### config.mk
export PLATFORM = sky130hd
export DESIGN_NAME = mpasi_top
export DESIGN_NICKNAME = d
export VERILOG_FILES = /design/src/common/mpasi_pkg.sv /design/src/common/mpasi_stream_if.sv /design/src/rtl/mpasi_fifo.sv /design/src/rtl/mpasi_top.sv
export SDC_FILE = /design/constraint.sdc
export NUM_CORES = 2
export LEC_CHECK = 0
export ABC_AREA = 0
export BUFFER_PORTS_ARGS = -buffer_cell sky130_fd_sc_hd__buf_2
export CORE_ASPECT_RATIO = 1.1
export CORE_MARGIN = 10
export CORE_UTILIZATION = 45
export CTS_CLUSTER_DIAMETER = 60
export DETAILED_ROUTE_END_ITERATION = 10
export GPL_ROUTABILITY_DRIVEN = 0
export HOLD_SLACK_MARGIN = 0.15
export PLACE_DENSITY = 0.64
export SYNTH_ARGS = -nofsm -noshare
export SYNTH_HDL_FRONTEND = slang
export SYNTH_SLANG_ARGS = --single-unit
### constraint.sdc
create_clock -name clk -period 15.06 [get_ports clk]
set_input_delay 1.506 -clock clk [delete_from_list [all_inputs] [get_ports clk]]
set_output_delay 1.506 -clock clk [all_outputs]
set_load 0.005 [all_outputs]
### src/common/mpasi_pkg.sv
// Constants and types shared by the audio serial port block
// Assumes a 25 MHz system clock and a 32-bit APB register bus
package mpasi_pkg;

    // Port and pin-group counts; group 3 is the alternate set for port 0
    localparam int NPORT = 3;
    localparam int NGRP  = 4;

    // Register byte offsets
    localparam logic [7:0] ADDR_CTRL = 8'h00;
    localparam logic [7:0] ADDR_CFG0 = 8'h04;
    localparam logic [7:0] ADDR_CLK0 = 8'h10;
    localparam logic [7:0] ADDR_STAT = 8'h1c;

    // Data widths and buffering
    localparam int WORD_W     = 32;
    localparam int PAIR_W     = 64;
    localparam int FIFO_DEPTH = 32;

    // Framing modes
    typedef enum logic [2:0] {
        MODE_LJ,
        MODE_RJ,
        MODE_I2S,
        MODE_DSP,
        MODE_TDM
    } mpasi_mode_type;

    // Control register
    typedef struct packed {
        logic       keep;
        logic       rec_en;
        logic       play_en;
        logic       alt;
        logic [1:0] sel;
    } mpasi_ctrl_type;

    // Per-port framing register
    typedef struct packed {
        logic [7:0] offset;
        logic [4:0] rsv;
        logic       six;
        logic       tri_en;
        logic       binv;
        logic       wpulse;
        logic       bmst;
        logic       wmst;
        logic [1:0] wlen;
        logic [2:0] mode;
    } mpasi_cfg_type;

    // Per-port clock register
    typedef struct packed {
        logic [7:0] rec_len;
        logic [7:0] play_len;
        logic [7:0] div;
    } mpasi_clk_type;

    // Values after reset
    localparam mpasi_ctrl_type CTRL_RST = 6'h00;
    localparam mpasi_cfg_type  CFG_RST  = 24'h000000;
    localparam mpasi_clk_type  CLK_RST  = 24'h404003;

    // Word length codes to bit counts
    localparam logic [7:0] WL16 = 8'h10;
    localparam logic [7:0] WL20 = 8'h14;
    localparam logic [7:0] WL24 = 8'h18;
    localparam logic [7:0] WL32 = 8'h20;

endpackage

### src/common/mpasi_stream_if.sv
// Valid/ready word stream between the port logic and its buffer
// Assumes source and sink share one clock
`timescale 1ns/1ns
interface mpasi_stream_if #(parameter int W = 64) ();
    logic [W-1:0] data;
    logic         valid;
    logic         ready;
    modport src (output data, output valid, input ready);
    modport snk (input data, input valid, output ready);
endinterface

### src/rtl/mpasi_fifo.sv
// Record sample buffer with registered read data
// Assumes one clock; writer and reader obey valid/ready
`timescale 1ns/1ns
module mpasi_fifo
    import mpasi_pkg::*;
#(
    parameter int W     = PAIR_W,
    parameter int DEPTH = FIFO_DEPTH
) (
    // Clock and reset
    input  wire logic   clk,
    input  wire logic   rstn,
    // Write and read sides
    mpasi_stream_if.snk wr,
    mpasi_stream_if.src rd
);
    localparam int AW = $clog2(DEPTH);

    typedef struct packed {
        logic [AW-1:0] wp;
        logic [AW-1:0] rp;
        logic [AW:0]   cnt;
        logic          ov;
    } mpasi_fst_type;

    mpasi_fst_type q;
    mpasi_fst_type next_q;
    logic [W-1:0]  mem [DEPTH];
    logic [W-1:0]  rdata;
    logic          push;
    logic          pull;

    assign wr.ready = q.cnt != (AW+1)'(DEPTH);
    assign rd.valid = q.ov;
    assign rd.data  = rdata;
    assign push     = wr.valid & wr.ready;
    assign pull     = (q.cnt != '0) & (~q.ov | rd.ready);

    always_comb begin
        next_q = q;
        if (push) begin
            next_q.wp = q.wp + 1'b1;
        end
        if (pull) begin
            next_q.rp = q.rp + 1'b1;
            next_q.ov = 1'b1;
        end else if (rd.ready) begin
            next_q.ov = 1'b0;
        end
        next_q.cnt = q.cnt + (AW+1)'(push) - (AW+1)'(pull);
    end

    always_ff @(posedge clk or negedge rstn) begin
        if (!rstn) begin
            q <= '0;
        end else begin
            q <= next_q;
        end
    end

    // Storage and output register
    always_ff @(posedge clk) begin
        if (push) begin
            mem[q.wp] <= wr.data;
        end
        if (pull) begin
            rdata <= mem[q.rp];
        end
    end

endmodule

### src/rtl/mpasi_top.sv
// Three audio serial ports with one routed to the converters, APB registers
// Assumes pins are asynchronous to clk and bit clocks are far below clk / 4
//
// Overview of operation
// - Three ports exist; only the selected one connects to the converters.
// - A fourth pin group can be switched onto port zero.
// - Left-justified, right-justified, I2S, DSP and TDM framing; PCM uses TDM.
// - MSB first; word width 16, 20, 24 or 32 bits.
// - Frame clock and bit clock each master or slave independently.
// - Frame clock marks frame start, pulse or fifty-percent square.
// - Frame rate follows the faster of record and playback rates.
// - Six-wire: record and playback each have own frame and bit clock.
// - Master bit clock comes from a programmable divider.
// - First data bit delayed by programmable bit clock periods.
// - Bit clock polarity for data transfer may be inverted.
// - Optionally tri-state serial output outside valid sample bits.
// - Master port with both paths and keep off releases all its pins.
// - Generated bit clocks toggle only while a path is powered or keep is set.
// - Option keeps generated clocks running with paths powered down.
// - Six-wire bus adds record frame clock and record bit clock lines.
`timescale 1ns/1ns
module mpasi_top
    import mpasi_pkg::*;
(
    // Clock and reset
    input  wire logic              clk,
    input  wire logic              rstn,
    // APB slave
    input  wire logic              psel,
    input  wire logic              penable,
    input  wire logic              pwrite,
    input  wire logic [7:0]        paddr,
    input  wire logic [31:0]       pwdata,
    output logic [31:0]            prdata,
    output logic                   pready,
    output logic                   pslverr,
    // Serial pins, one bit per group
    input  wire logic [NGRP-1:0]   wclk_i,
    output logic [NGRP-1:0]        wclk_o,
    output logic [NGRP-1:0]        wclk_oe_n,
    input  wire logic [NGRP-1:0]   bclk_i,
    output logic [NGRP-1:0]        bclk_o,
    output logic [NGRP-1:0]        bclk_oe_n,
    input  wire logic [NGRP-1:0]   din,
    output logic [NGRP-1:0]        dout,
    output logic [NGRP-1:0]        dout_oe_n,
    // Record clock pins for six-wire use
    input  wire logic [NGRP-1:0]   rwclk_i,
    output logic [NGRP-1:0]        rwclk_o,
    output logic [NGRP-1:0]        rwclk_oe_n,
    input  wire logic [NGRP-1:0]   rbclk_i,
    output logic [NGRP-1:0]        rbclk_o,
    output logic [NGRP-1:0]        rbclk_oe_n,
    // Record samples from converters, left in upper half
    input  wire logic [PAIR_W-1:0] rec_data,
    input  wire logic              rec_valid,
    output logic                   rec_ready,
    // Playback samples to converters, left in upper half
    output logic [PAIR_W-1:0]      play_data,
    output logic                   play_valid
);

    typedef struct packed {
        mpasi_ctrl_type                  ctrl;
        mpasi_cfg_type [NPORT-1:0]       cfg;
        mpasi_clk_type [NPORT-1:0]       ck;
        logic                            urun;
        logic [31:0]                     prdata;
        logic [5*NGRP-1:0]               s1;
        logic [5*NGRP-1:0]               s2;
        logic [4:0]                      cur;
        logic [4:0]                      cprv;
        logic [1:0]                      bq;
        logic [1:0][7:0]                 cnt;
        logic [1:0][7:0]                 pos;
        logic [1:0]                      pw;
        logic [1:0]                      wq;
        logic [1:0][WORD_W-1:0]          rx;
        logic [1:0][WORD_W-1:0]          tx;
        logic                            dq;
        logic                            dv;
        logic [PAIR_W-1:0]               pdata;
        logic                            pvalid;
    } mpasi_st_type;

    mpasi_st_type   q;
    mpasi_st_type   next_q;
    mpasi_cfg_type  cf;
    mpasi_clk_type  ck;
    mpasi_mode_type mode;
    logic [1:0]     pi;
    logic [1:0]     g;
    logic           run;
    logic           hit;
    logic           pop;

    mpasi_stream_if #(.W(PAIR_W)) f_in ();
    mpasi_stream_if #(.W(PAIR_W)) f_out ();

    ////////////////////////////////////////////////////////////////////////
    // Helpers

    function automatic logic [7:0] wbits(input logic [1:0] code);
        logic [7:0] r;
        unique case (code)
            2'd0: r = WL16;
            2'd1: r = WL20;
            2'd2: r = WL24;
            2'd3: r = WL32;
        endcase
        return r;
    endfunction

    // Returns {hit, channel, bit index} for a frame position
    function automatic logic [6:0] slot(input logic [7:0] p, input logic [7:0] s0,
                                        input logic [7:0] s1, input logic [7:0] w);
        logic [7:0] d0;
        logic [7:0] d1;
        logic [6:0] r;
        d0 = p - s0;
        d1 = p - s1;
        r  = 7'h00;
        if (p >= s0 && d0 < w) begin
            r = {2'b10, d0[4:0]};
        end else if (p >= s1 && d1 < w) begin
            r = {2'b11, d1[4:0]};
        end
        return r;
    endfunction

    ////////////////////////////////////////////////////////////////////////
    // Selection and buffer

    assign pi   = (q.ctrl.sel > 2'd2) ? 2'd2 : q.ctrl.sel;
    assign g    = (pi == 2'd0 && q.ctrl.alt) ? 2'd3 : pi;
    assign cf   = q.cfg[pi];
    assign ck   = q.ck[pi];
    assign mode = mpasi_mode_type'(cf.mode);
    assign run  = q.ctrl.play_en | q.ctrl.rec_en | q.ctrl.keep;
    assign hit  = paddr[1:0] == 2'b00 && paddr[7:5] == 3'b000;

    assign f_in.data   = rec_data;
    assign f_in.valid  = rec_valid;
    assign rec_ready   = f_in.ready;
    assign f_out.ready = pop;

    mpasi_fifo #(.W(PAIR_W), .DEPTH(FIFO_DEPTH)) u_fifo (
        .clk  (clk),
        .rstn (rstn),
        .wr   (f_in.snk),
        .rd   (f_out.src)
    );

    ////////////////////////////////////////////////////////////////////////
    // Next state

    always_comb begin
        logic [2:0]  idx;
        logic [7:0]  w;
        logic [7:0]  len;
        logic [7:0]  len4;
        logic [7:0]  half;
        logic [7:0]  st;
        logic [7:0]  s0;
        logic [7:0]  s1;
        logic [7:0]  npos;
        logic [6:0]  sl;
        logic        sp;
        logic        bin;
        logic        bpv;
        logic        win;
        logic        rise;
        logic        fall;
        logic        launch;
        logic        capture;
        logic        clr;
        logic        uset;
        logic        sqr;
        next_q        = q;
        next_q.pvalid = 1'b0;
        pop           = 1'b0;
        uset          = 1'b0;
        clr           = 1'b0;
        idx           = paddr[4:2];
        sl            = 7'h00;
        npos          = 8'h00;
        sqr           = 1'b0;

        // Register writes in the access phase, read capture in the setup phase
        if (psel && penable && pwrite && hit) begin
            unique case (idx)
                3'd0: next_q.ctrl = pwdata[5:0];
                3'd1, 3'd2, 3'd3: next_q.cfg[idx[1:0] - 2'd1] = pwdata[23:0];
                3'd4, 3'd5, 3'd6: next_q.ck[idx[1:0]] = pwdata[23:0];
                3'd7: clr = pwdata[2];
            endcase
        end
        if (psel && !penable && !pwrite) begin
            unique case (idx)
                3'd0: next_q.prdata = {26'h0, q.ctrl};
                3'd1, 3'd2, 3'd3: next_q.prdata = {8'h0, q.cfg[idx[1:0] - 2'd1]};
                3'd4, 3'd5, 3'd6: next_q.prdata = {8'h0, q.ck[idx[1:0]]};
                3'd7: next_q.prdata = {21'h0, q.pos[0], q.urun, ~f_in.ready,
                                       ~f_out.valid};
            endcase
        end

        // Pin synchronisers, then the selected group
        next_q.s1   = {rbclk_i, rwclk_i, din, bclk_i, wclk_i};
        next_q.s2   = q.s1;
        next_q.cprv = q.cur;
        next_q.cur  = {q.s2[5'd16 + {3'h0, g}], q.s2[5'd12 + {3'h0, g}],
                       q.s2[5'd8 + {3'h0, g}], q.s2[5'd4 + {3'h0, g}],
                       q.s2[{3'h0, g}]};

        // Frame length
        w = wbits(cf.wlen);
        if (q.ctrl.play_en && q.ctrl.rec_en) begin
            len4 = (ck.rec_len < ck.play_len) ? ck.rec_len : ck.play_len;
        end else if (q.ctrl.rec_en) begin
            len4 = ck.rec_len;
        end else begin
            len4 = ck.play_len;
        end

        for (int p = 0; p < 2; p++) begin
            sp   = cf.six && p == 1;
            bin  = sp ? q.cur[4] : q.cur[1];
            bpv  = sp ? q.cprv[4] : q.cprv[1];
            win  = sp ? q.cur[3] : q.cur[0];
            len  = cf.six ? ((p == 1) ? ck.rec_len : ck.play_len) : len4;
            half = {1'b0, len[7:1]};

            // Bit clock edges
            rise = 1'b0;
            fall = 1'b0;
            if (cf.bmst) begin
                if (run) begin
                    if (q.cnt[p] >= ck.div) begin
                        next_q.cnt[p] = 8'h00;
                        next_q.bq[p]  = ~q.bq[p];
                        rise          = ~q.bq[p];
                        fall          = q.bq[p];
                    end else begin
                        next_q.cnt[p] = q.cnt[p] + 8'h01;
                    end
                end else begin
                    next_q.cnt[p] = 8'h00;
                    next_q.bq[p]  = 1'b0;
                end
            end else begin
                rise = bin & ~bpv;
                fall = ~bin & bpv;
            end
            launch  = cf.binv ? rise : fall;
            capture = cf.binv ? fall : rise;

            // Slot positions per framing
            st = cf.offset + {7'h0, mode == MODE_I2S};
            s0 = (mode == MODE_RJ) ? half - w + cf.offset : st;
            if (mode == MODE_DSP || mode == MODE_TDM) begin
                s1 = st + w;
            end else if (mode == MODE_RJ) begin
                s1 = len - w + cf.offset;
            end else begin
                s1 = half + st;
            end

            if (launch) begin
                if (cf.wmst) begin
                    npos = (q.pos[p] >= len - 8'h01) ? 8'h00 : q.pos[p] + 8'h01;
                end else if (win != q.pw[p] && win == (mode != MODE_I2S)) begin
                    npos = 8'h00;
                end else begin
                    npos = q.pos[p] + 8'h01;
                end
                next_q.pos[p] = npos;
                next_q.pw[p]  = win;
                sqr           = (npos < half) ^ (mode == MODE_I2S);
                next_q.wq[p]  = cf.wpulse ? (npos == 8'h00) : sqr;
                if (p == 1) begin
                    if (npos == 8'h00 && q.ctrl.rec_en) begin
                        if (f_out.valid) begin
                            pop       = 1'b1;
                            next_q.tx = f_out.data;
                        end else begin
                            uset      = 1'b1;
                            next_q.tx = '0;
                        end
                    end
                    sl        = slot(npos, s0, s1, w);
                    next_q.dv = sl[6];
                    next_q.dq = sl[6] & next_q.tx[~sl[5]][5'd31 - sl[4:0]];
                end
            end

            if (capture && p == 0) begin
                sl = slot(q.pos[0], s0, s1, w);
                if (sl[6]) begin
                    next_q.rx[~sl[5]][5'd31 - sl[4:0]] = q.cur[2];
                    if (sl[5] && {3'h0, sl[4:0]} == w - 8'h01 && q.ctrl.play_en) begin
                        next_q.pdata  = {next_q.rx[1], next_q.rx[0]};
                        next_q.pvalid = 1'b1;
                    end
                end
            end
        end

        // Four-wire: record path shares playback clocks
        if (!cf.six) begin
            next_q.bq[1]  = next_q.bq[0];
            next_q.cnt[1] = next_q.cnt[0];
            next_q.pos[1] = next_q.pos[0];
            next_q.pw[1]  = next_q.pw[0];
            next_q.wq[1]  = next_q.wq[0];
        end

        // Underrun flag, set wins over clear
        next_q.urun = (q.urun & ~clr) | uset;
    end

    always_ff @(posedge clk or negedge rstn) begin
        if (!rstn) begin
            q      <= '0;
            q.ctrl <= CTRL_RST;
            q.cfg  <= {NPORT{CFG_RST}};
            q.ck   <= {NPORT{CLK_RST}};
        end else begin
            q <= next_q;
        end
    end

    ////////////////////////////////////////////////////////////////////////
    // Outputs

    assign prdata     = q.prdata;
    assign pready     = 1'b1;
    assign pslverr    = psel & penable & ~hit;
    assign play_data  = q.pdata;
    assign play_valid = q.pvalid;
    assign wclk_o     = {NGRP{q.wq[0]}};
    assign bclk_o     = {NGRP{q.bq[0]}};
    assign rwclk_o    = {NGRP{q.wq[1]}};
    assign rbclk_o    = {NGRP{q.bq[1]}};
    assign dout       = {NGRP{q.dq}};

    for (genvar i = 0; i < NGRP; i++) begin : g_pin
        logic on;
        assign on            = (g == 2'(i)) & run;
        assign wclk_oe_n[i]  = ~(on & cf.wmst);
        assign bclk_oe_n[i]  = ~(on & cf.bmst);
        assign rwclk_oe_n[i] = ~(on & cf.six & cf.wmst);
        assign rbclk_oe_n[i] = ~(on & cf.six & cf.bmst);
        assign dout_oe_n[i]  = ~((g == 2'(i)) & q.ctrl.rec_en & (~cf.tri_en | q.dv));
    end

endmodule

==> flow_summary.yaml <==
critical_path:
  crit_path_start_kind: "flip-flop"
  criticalPathCategory: "reg -> reg"
  crit_slowest_cell: "dfrtp_2"
  critPathTopFamily: "compound AO/OA/AOI/OAI gates"
  worstPathArrival_ns: 12.53
  path_buf_inv: 7
  cp_max_fo: 26
  cp.required_ns: 15.78
  critPathMaxStageDelay_ns: 0.93
  crit_top_cell: "o21a_1"
  cp-end-kind: "flip-flop"
synthesis:
  synth_warnings: 0
  yosysUniqueCellTypes: 101
  yosysMostFrequentCell: "edfxtp_1"
  synth.largest_area_cell: "edfxtp_1"
  synth-async-reset-ratio_pct: 18.27
  synth_edf_count: 2112
  syn_area_per_cell_um2: 17.36
  ys_seq_area_share_pct: 68.30
  synth_common_cells: "edfxtp_1 (2112), mux4_2 (640), nand2_1 (489), dfrtp_1 (460), nor2_1 (305)"
  synth_top_cell_area_share_pct: 57.57
  synth.area.top_cells: "edfxtp_1 (58%), mux4_2 (13%), dfrtp_1 (10%)"
  syn_area_mm2: 0.1102
  synth_ff_type: "edfxtp_1"
  synthCells: 6345
  yosys_register_bits: 2584
floorplanning:
  start_util_pct: 45.21
  ios: 270
  die_h_um: 538.9
  core-area_mm2: 0.2437
  num_rows: 190
  die_w_um: 491.8
  dieArea_mm2: 0.2650
power:
  leakagePower_nw: 43.32
  p_total_mw: 20.86
  ir_drop_uv: 175.2
  power_density_mw_per_mm2: 168.6
cells_and_area:
  drive_gt1_share_pct: 26.72
  multi_input_area_mm2: 0.03267
  seqCellArea_mm2: 0.07528
  final_nets: 6928
  final_cells: 10090
  fillerInstances: 19610
  area_growth_pct: 12.33
grt:
  grt_pass1_vias: 59340
  grtUsageMet3_pct: 3.740
  grtUsageTotal_pct: 20.56
  grt.busiest_layer: "met2"
  grt-ovfl-total: 0
  use_met2_pct: 33.40
  grt_start_max_net_pins: 191
  grt_pass1_wl_um: 409100
  gr-usage-met1_pct: 28.48
  antenna_found_initial: 36
clock_tree:
  cts-root-buf: "clkbuf_16"
  clk-insertion-delay-late_ns: 0.87
  numCtsBuffers: 281
  cts_num_sinks: 2584
  cts_hold_buf: 0
  htreeDepth: 5
  cts_setup_buffers: 0
  cts_tree: "yes"
  clk_pin_slew_ns: 0.06
  clockBufferDepth: 4
  cts.repair.resized: 0
drt:
  drt_iter0_drc: 6357
  ant_nets: 0
  via_per_inst: 5.843
  wl_per_cell_um: 27.67
  dr.pass1.iters: 6
  num_vias: 58950
  drt-total-wl_um: 279100
  drcViolationCount: 0
flow_run:
  maxCapViolCount: 0
timing:
  slew_headroom_pct: 15.13
  max_freq_ghz: 0.08469
  fin_tns_setup_ns: 0
  setup_violations: 0
  max_slew.worst_pin.slew_ns: 1.270
  finalMaxSlewViolations: 0
  fin_crit_ns: 11.81
  rsz0062_at_grt: "no"
  hold_viol: 0
  skew_ns: 0.06329
  worst_slack_ns: 3.252
  fin_crit_sh_pct: 78.41
place:
  post-place-ws_ns: 3.492
  port_buffers: 252
  numPlacedInstances: 9575
  hpwl_um: 157400
outcome:
  status: "finished clean"
min_path:
  hp-class: "reg -> reg"
[worst paths after layout]
| path | end | startpoint | depth (start not counted) | slack (ns) |
|---|---|---|---|---|
| worst max register to register | dout[0] | q[460] | 46 | 3.25 |
| worst min register to register | q[247] | next_q[247] | 0 | 0.33 |
| min in group asynchronous | q[449] | rstn | 1 | 0.65 |
| worst max-delay path | dout[0] | q[460] | 46 | 3.25 |
| worst min-delay path | q[247] | next_q[247] | 0 | 0.33 |
| max in group asynchronous | u_fifo.q[10] | rstn | 3 | 12.11 |
[registers in the layout (all words and copies together) (netlist names)]
register / count
dout: 1
u_fifo.mem: 2048
play_data: 64
bclk_o: 1
rwclk_o: 1
u_fifo.q: 16
u_fifo.rd.data: 64
prdata: 24
u_fifo.rd.valid: 1
play_valid: 1
wclk_o: 1
q: 336
rbclk_o: 1
next_q: 25
[cell families after synthesis]
logic type               Yosys count  synth area share (%)
XOR/XNOR                         117                0.9426
flip-flops                      2584                 68.30
AO/OA/AOI/OAI                    724                 3.995
AND/OR/NAND/NOR                 1037                 4.090
adder cells (fa/ha/maj)          205                 2.489
other                              2              0.006817
multiplexers                    1122                 17.83
buffers and inverters            554                 2.342
[metrics by stage]
stage	hold slack [ns]	instance area (um2)	util [%]
detailed placement	0.3347	114900	47.14
floorplan	0.3312	110200	-
global route	0.3526	123700	50.78
global placement	0.3323	114900	47.14
finish	0.3348	123800	50.79
CTS	0.3481	123700	50.77
[layer usage]
layer | vias up | routed length [um]
met1 | 30850 | 114900
met4 | 22 | 8286
met5 | - | 134
met2 | 2283 | 135400
li1 | 25330 | -
met3 | 464 | 20390
[area by class of cell]
cell class                      instances  share of cell area, %
Sequential cell                      2584                  60.83
Multi-Input combinational cell       3214                  26.40
Inverter                              121                 0.3670
Clock inverter                        152                  1.153
Antenna cell                           13                0.02629
Tap cell                             3264                  3.300
Clock buffer                          348                  6.008
Timing Repair Buffer                  392                  1.917
[layout by cell type (no fill, tap or decap), types with 24 or more instances in the layout]
master and instances:
edfxtp_1 2112, mux4_2 640, nand2_1 488, dfrtp_1 451
mux2_2 285, clkbuf_16 282, nor2_1 272, o21ai_0 268
buf_2 251, mux2i_1 190, ha_1 180, a21oi_1 173
buf_4 136, inv_1 118, xnor2_1 88, clkbuf_1 53
clkinv_1 49, nand3_1 45, clkinv_2 39, nand2b_1 35
nor2_4 32, a21o_1 31, nor3_1 29, xor2_1 28
o21a_1 26, a211oi_1 24, fa_1 24
[report_power, final]
group	internal, mW	switching, mW	leakage, nW
clock	3.84	2.83	4.32
sequential	8.35	0.352	25.2
combinational	2.52	2.96	13.8
(Power assumes the default switching activity.)
